$ cat config.mk
export PLATFORM = sky130hd
export DESIGN_NAME = dual_adc_parallel_read_ctrl
export DESIGN_NICKNAME = d
export VERILOG_FILES = /design/src/adc_ctrl_pkg.sv /design/src/sar_if.sv /design/src/sar_converter.sv /design/src/dual_adc_parallel_read_ctrl.sv
export SDC_FILE = /design/constraint.sdc
export NUM_CORES = 1
export LEC_CHECK = 0
export BUFFER_PORTS_ARGS = -buffer_cell sky130_fd_sc_hd__clkbuf_2
export CAP_MARGIN = 10
export CORE_AREA = 2 2 112 114
export CTS_CLUSTER_DIAMETER = 150
export DETAILED_ROUTE_END_ITERATION = 7
export DIE_AREA = 0 0 114 116
export GPL_TIMING_DRIVEN = 0
export PLACE_DENSITY = 0.65
export SYNTH_ARGS = -nofsm -noshare
export SYNTH_HDL_FRONTEND = slang
export SYNTH_SLANG_ARGS = --single-unit
$ cat constraint.sdc
create_clock -name ref_clk -period 2.9 [get_ports ref_clk]
set_input_delay 0.145 -clock ref_clk [delete_from_list [all_inputs] [get_ports ref_clk]]
set_output_delay 0.145 -clock ref_clk [all_outputs]
set_load 0.02 [all_outputs]
$ cat src/adc_ctrl_pkg.sv
// Constants shared by the dual converter read-out logic
// Overview of operation
// - Twelve-bit three-state result bus, bit 11 MSB
// - Bipolar variants deliver two's complement results
// - Unipolar variant delivers straight binary results
// - Trigger falling edge holds and starts both
// - Busy rises on trigger falling edge
// - Busy stays high until both conversions finish
// - Reads count only while select held low
// - Data driven only while select and strobe low
// - Pair low: reads give A1 then A2
// - Pair high: reads give B1 then B2
// - Conversion within 3.6 us or 6 us
package adc_ctrl_pkg;
    localparam int          RESULT_W       = 12;
    localparam int          MSB_POS        = 11;
    localparam int          CLK_PERIOD_NS  = 50;
    localparam int          CONV_HIGH_NS   = 3600;
    localparam int          CONV_SLEEP_NS  = 6000;
    // Longest times round down to whole cycles
    localparam int          CONV_HIGH_CYC  = CONV_HIGH_NS / CLK_PERIOD_NS;
    localparam int          CONV_SLEEP_CYC = CONV_SLEEP_NS / CLK_PERIOD_NS;
    localparam logic [3:0]  STEP_HIGH      = 4'(CONV_HIGH_CYC / RESULT_W);
    localparam logic [3:0]  STEP_SLEEP     = 4'(CONV_SLEEP_CYC / RESULT_W);
    localparam logic [3:0]  LAST_BIT       = 4'(MSB_POS);
    localparam logic [11:0] FIRST_TRIAL    = 12'h800;
    localparam logic [11:0] RESULT_RESET   = 12'h000;
    localparam logic        TRIGGER_IDLE   = 1'b1;
endpackage

$ cat src/sar_if.sv
// Handshake between the control logic and one approximation register
`timescale 1ns/10ps
`default_nettype none
interface sar_if;
    logic        start;
    logic        stepEn;
    logic        compareHigh;
    logic [11:0] trialCode;
    logic        done;
    logic [11:0] result;
    modport ctrl (output start, output stepEn, output compareHigh, input trialCode, input done, input result);
    modport conv (input start, input stepEn, input compareHigh, output trialCode, output done, output result);
endinterface
`default_nettype wire

$ cat src/sar_converter.sv
// Successive approximation register for one converter
`timescale 1ns/10ps
`default_nettype none
module sar_converter (
    input  wire logic ref_clk,
    input  wire logic sys_rst,
    sar_if.conv       port
);
    typedef enum logic {IDLE, CONVERT} sarState_t;
    sarState_t  state;
    logic [3:0] bitIdx;
    logic       lastStep;
    logic [11:0] bitMask;
    logic [11:0] keptCode;

    assign bitMask  = 12'h001 << bitIdx;
    assign lastStep = (state == CONVERT) && port.stepEn && (bitIdx == 4'h0);
    // Comparator low means the trial bit overshoots and is dropped
    assign keptCode = port.compareHigh ? port.trialCode : (port.trialCode & ~bitMask);

    always_ff @(posedge ref_clk) begin
        if (sys_rst) begin
            state          <= IDLE;
            bitIdx         <= 4'h0;
            port.trialCode <= adc_ctrl_pkg::RESULT_RESET;
            port.result    <= adc_ctrl_pkg::RESULT_RESET;
            port.done      <= 1'b0;
        end else begin
            port.done <= lastStep;
            unique case (state)
                IDLE: begin
                    if (port.start) begin
                        state          <= CONVERT;
                        bitIdx         <= adc_ctrl_pkg::LAST_BIT;
                        port.trialCode <= adc_ctrl_pkg::FIRST_TRIAL;
                    end
                end
                CONVERT: begin
                    if (port.stepEn) begin
                        if (bitIdx == 4'h0) begin
                            state       <= IDLE;
                            port.result <= keptCode;
                        end else begin
                            bitIdx         <= bitIdx - 4'h1;
                            port.trialCode <= keptCode | (bitMask >> 1);
                        end
                    end
                end
            endcase
        end
    end
endmodule
`default_nettype wire

$ cat src/dual_adc_parallel_read_ctrl.sv
// Control and parallel read-out of a dual simultaneous-sampling converter
`timescale 1ns/10ps
`default_nettype none
module dual_adc_parallel_read_ctrl (
    input  wire logic        ref_clk,
    input  wire logic        sys_rst,
    input  wire logic        conversion_trigger_n,
    input  wire logic        selectN,
    input  wire logic        readN,
    input  wire logic        pair_select,
    input  wire logic        autoSleep,
    input  wire logic        bipolarRange,
    input  wire logic        compareHigh1,
    input  wire logic        compareHigh2,
    output logic [11:0]      trialCode1,
    output logic [11:0]      trialCode2,
    output logic             holdMode,
    output logic             muxPair,
    output logic             busy,
    output logic             result_bit_msb,
    output logic [3:0]       result_bits_upper,
    output logic [6:0]       result_bits_lower,
    output logic             dataOe
);
    sar_if conv1 ();
    sar_if conv2 ();

    logic        triggerPrev;
    logic        triggerFall;
    logic [3:0]  stepCount;
    logic [3:0]  stepPeriod;
    logic        stepEn;
    logic        done1;
    logic        done2;
    logic        bothDone;
    logic        readActive;
    logic        readActivePrev;
    logic        readEnd;
    logic        readIdx;
    logic        coding;
    logic [11:0] resultA1;
    logic [11:0] resultA2;
    logic [11:0] resultB1;
    logic [11:0] resultB2;
    logic [11:0] rawSel;
    logic [11:0] codedSel;
    logic [11:0] dataOut;
    logic [3:0]  next_stepCount;

    // Edge detect on the trigger; new triggers during busy are ignored
    assign triggerFall = triggerPrev && !conversion_trigger_n && !busy;
    assign stepPeriod  = autoSleep ? adc_ctrl_pkg::STEP_SLEEP : adc_ctrl_pkg::STEP_HIGH;
    assign stepEn      = busy && (stepCount == stepPeriod - 4'h1);
    assign bothDone    = (done1 || conv1.done) && (done2 || conv2.done);
    // First period one cycle short: done lags the last step, so busy spans exactly 12 periods
    assign next_stepCount = triggerFall ? 4'h1 : ((!busy || stepEn) ? 4'h0 : stepCount + 4'h1);

    assign conv1.start       = triggerFall;
    assign conv2.start       = triggerFall;
    assign conv1.stepEn      = stepEn;
    assign conv2.stepEn      = stepEn;
    assign conv1.compareHigh = compareHigh1;
    assign conv2.compareHigh = compareHigh2;
    assign trialCode1        = conv1.trialCode;
    assign trialCode2        = conv2.trialCode;
    assign holdMode          = busy;

    sar_converter u_conv1 (
        .ref_clk (ref_clk),
        .sys_rst (sys_rst),
        .port    (conv1.conv)
    );
    sar_converter u_conv2 (
        .ref_clk (ref_clk),
        .sys_rst (sys_rst),
        .port    (conv2.conv)
    );

    always_ff @(posedge ref_clk) begin
        if (sys_rst) begin
            triggerPrev <= adc_ctrl_pkg::TRIGGER_IDLE;
            busy        <= 1'b0;
            stepCount   <= 4'h0;
            done1       <= 1'b0;
            done2       <= 1'b0;
            muxPair     <= 1'b0;
            coding      <= 1'b0;
        end else begin
            triggerPrev <= conversion_trigger_n;
            stepCount   <= next_stepCount;
            if (triggerFall) begin
                busy    <= 1'b1;
                done1   <= 1'b0;
                done2   <= 1'b0;
                muxPair <= pair_select;
                coding  <= bipolarRange;
            end else if (busy && bothDone) begin
                busy  <= 1'b0;
                done1 <= 1'b0;
                done2 <= 1'b0;
            end else begin
                done1 <= done1 || conv1.done;
                done2 <= done2 || conv2.done;
            end
        end
    end

    // Results are kept per pair so either pair can be read back
    always_ff @(posedge ref_clk) begin
        if (sys_rst) begin
            resultA1 <= adc_ctrl_pkg::RESULT_RESET;
            resultA2 <= adc_ctrl_pkg::RESULT_RESET;
            resultB1 <= adc_ctrl_pkg::RESULT_RESET;
            resultB2 <= adc_ctrl_pkg::RESULT_RESET;
        end else if (busy && bothDone) begin
            if (muxPair) begin
                resultB1 <= conv1.result;
                resultB2 <= conv2.result;
            end else begin
                resultA1 <= conv1.result;
                resultA2 <= conv2.result;
            end
        end
    end

    // Read sequencing advances at the end of each selected strobe
    assign readActive = !selectN && !readN;
    assign readEnd    = readActivePrev && !readActive;
    assign dataOe     = readActive;

    always_ff @(posedge ref_clk) begin
        if (sys_rst) begin
            readActivePrev <= 1'b0;
            readIdx        <= 1'b0;
        end else begin
            readActivePrev <= readActive;
            if (triggerFall) begin
                readIdx <= 1'b0;
            end else if (readEnd) begin
                readIdx <= !readIdx;
            end
        end
    end

    assign rawSel   = pair_select ? (readIdx ? resultB2 : resultB1)
                                  : (readIdx ? resultA2 : resultA1);
    // Offset binary from the register; bipolar flips the MSB
    assign codedSel = coding ? {~rawSel[adc_ctrl_pkg::MSB_POS], rawSel[10:0]}
                             : rawSel;

    always_ff @(posedge ref_clk) begin
        if (sys_rst) begin
            dataOut <= adc_ctrl_pkg::RESULT_RESET;
        end else begin
            dataOut <= codedSel;
        end
    end

    assign result_bit_msb    = dataOut[adc_ctrl_pkg::MSB_POS];
    assign result_bits_upper = dataOut[10:7];
    assign result_bits_lower = dataOut[6:0];

    // Helper: busy length counter for timing checks
    logic [7:0] busyLen;
    always_ff @(posedge ref_clk) begin
        if (sys_rst) begin
            busyLen <= 8'h00;
        end else begin
            busyLen <= busy ? busyLen + 8'h01 : 8'h00;
        end
    end
endmodule
`default_nettype wire

==> flow_summary.json <==
{
  "clk_pin_slew_ns": 0.05,
  "synth_area_per_cell_sq_um": 9.09,
  "grt_overflow": 0,
  "vdd_drop_max_v": 0.000419,
  "synth_top_area_cell": "dfxtp_1",
  "grt_usage": 0.238,
  "finalWeightedCongestion": 0.969,
  "die_w_microns": 114,
  "clk_latency_ns": 0.42,
  "final_max_slew_viol_count": 0,
  "dp_cells": 817,
  "antenna_found_initial": 0,
  "setup_viol": 0,
  "fp-row-count": 40,
  "period_share": 0.675,
  "rsz0062_at_grt": "no",
  "postPlaceCellArea_sq_mm": 0.00607,
  "tightestPinTransition_ns": 0.682,
  "async_flop_share": 0,
  "yosysTopAreaCellShare": 0.468,
  "htree_levels": 4,
  "hold_class": "in2reg",
  "synth_most_common_cell": "dfxtp_1",
  "max-slew-margin-rel": 0.543,
  "cts-root-buf": "clkbuf_16",
  "start_util": 0.474,
  "final_hold_viol_count": 0,
  "min_period_ns": 1.96,
  "fin_hold_ws_ns": 0.0749,
  "preCtsSetupSlack_ns": 0.959,
  "syn-num-nets": 643,
  "maxCapViolCount": 0,
  "insertedDiodeCount": 0,
  "cts_buffers": 17,
  "leakage_nw": 2.43,
  "drive_above_1_share": 0.170,
  "fin_util": 0.563,
  "drtAntennaViolNets": 0,
  "grt_start_max_net_pins": 17,
  "cts_tree": "done",
  "ys_seq_area_frac": 0.468,
  "fmax_mhz": 511,
  "instances_no_fill": 853,
  "setup_tns_ns": 0,
  "crit_path_start_kind": "flop",
  "synthTopCellsByCount": "132 x dfxtp_1, 116 x nand2_1, 74 x a21oi_1, 30 x o21ai_0, 28 x clkbuf_1",
  "drt-initial-drc-count": 342,
  "area_growth_pct": 18.8,
  "ys_types": 55,
  "drt-pass1-iter-count": 5,
  "cts-resized-gates": 0,
  "design_area_sq_mm": 0.00670,
  "cts.sinks": 132,
  "grt_pass1_vias": 4757,
  "power_mw": 4.26,
  "dr_total_vias": 4901,
  "hpwl_microns": 10500,
  "critPathKind": "reg2reg",
  "die_area_sq_mm": 0.0132,
  "die_y_microns": 116,
  "critPathMaxFanout": 10,
  "ys_warn_count": 0,
  "fin_ws_ns": 0.942,
  "cts_max_path_buffers": 2,
  "synth_edf_count": 0,
  "routed_wl_microns": 14800,
  "ios": 50,
  "drt_drc_violations_left": 0,
  "portBuffers": 49,
  "clock_skew_ns": 0.00510,
  "ys_seq_elements": 132,
  "outcome": "finished clean",
  "synth-main-ff-cell": "dfxtp_1",
  "synth_cells": 621,
  "core_area_sq_mm": 0.0119,
  "ys_top_cells_by_area": "dfxtp_1 47%, nand2_1 7.7%, a21oi_1 6.6%, mux4_2 4.8%, ha_1 2.7%",
  "power.density_mw_per_mm2": 636,
  "endpoint_kind": "flop",
  "nets": 715,
  "arrival_ns": 2.30,
  "grt_pass1_wl_microns": 24200,
  "vias_per_cell": 5.75,
  "wl_per_cell_microns": 17.4,
  "crit_required_ns": 3.24,
  "syn-cell-area_sq_mm": 0.00564
}
## state kept, by name (all words and copies together) (netlist names), 12 cells and up
register,cells
dataOut,12
resultA1,12
resultA2,12
resultB1,12
resultB2,12
u_conv1.port.result,12
u_conv1.port.trialCode,12
u_conv2.port.result,12
u_conv2.port.trialCode,12
## kinds of logic (layout without fill, tap and decap cells)
kind of cell	Yosys count	after routing	share of synthesized area
buffers and inverters	54	139	0.0448
AO/OA/AOI/OAI	177	177	0.203
XOR/XNOR	4	4	0.00621
multiplexers	12	12	0.0479
flip-flops	132	132	0.468
adder cells (fa/ha/maj)	12	12	0.0266
AND/OR/NAND/NOR	230	230	0.203
## path summary, 6_finish.rpt
| check | from | endpoint | slack, ns | depth (start not counted) |
|---|---|---|---|---|
| setup / recovery | busy$_SDFFE_PP0P_ | resultB1[7]$_SDFFE_PP0P_ | 0.94 | 7 |
| hold / removal | compareHigh1 | u_conv1.port.result[0]$_SDFFE_PP0P_ | 0.07 | 3 |
| setup reg to reg | busy$_SDFFE_PP0P_ | resultB1[7]$_SDFFE_PP0P_ | 0.94 | 7 |
| hold reg to reg | resultA2[6]$_SDFFE_PP0P_ | resultA2[6]$_SDFFE_PP0P_ | 0.45 | 2 |
## placed cells by master (no fill, tap or decap), types with 13 or more instances in the layout
cell type	count
nor2_1	18
dfxtp_1	132
a21oi_1	74
nand2_1	116
clkbuf_1	31
nand2b_1	19
nand3_1	13
clkbuf_16	17
o21ai_0	30
clkbuf_2	49
nor2b_1	19
## area by class of cell
class / instances / area [sq um]
Buffer: 44 / 215
Clock buffer: 24 / 492
Clock inverter: 8 / 98.8
Fill cell: 1076 / 5210
Inverter: 10 / 37.5
Multi-Input combinational cell: 435 / 2750
Sequential cell: 132 / 2640
Tap cell: 147 / 184
Timing Repair Buffer: 53 / 285
## what timing repair did
action / 4_1_cts / 5_1_grt
endpoints found under the hold margin: 3 / 0
buffers inserted: 0 / 0
hold buffers: 4 / 0
## layer usage
metal,track usage,routed length [microns]
met1,0.304,6530
met2,0.386,6990
met3,0.0654,959
met4,0.0927,314
met5,0,0
## critical path: stages (launching register included)
cell	delay [ns]
dfxtp_1	0.36
buf_6	0.16
o221a_2	0.26
and2_1	0.14
clkbuf_1	0.26
clkbuf_1	0.44
nand2_1	0.12
a21oi_1	0.14
## report_power, final
part | internal (mW) | switching, mW | total [mW] | leakage (nW)
Combinational | 0.0900 | 0.195 | 0.285 | 1.08
Clock | 1.35 | 0.770 | 2.12 | 0.286
Sequential | 1.83 | 0.0239 | 1.86 | 1.07
Total | 3.28 | 0.989 | 4.26 | 2.43
No activity file was read; power rests on OpenSTA's default activity.
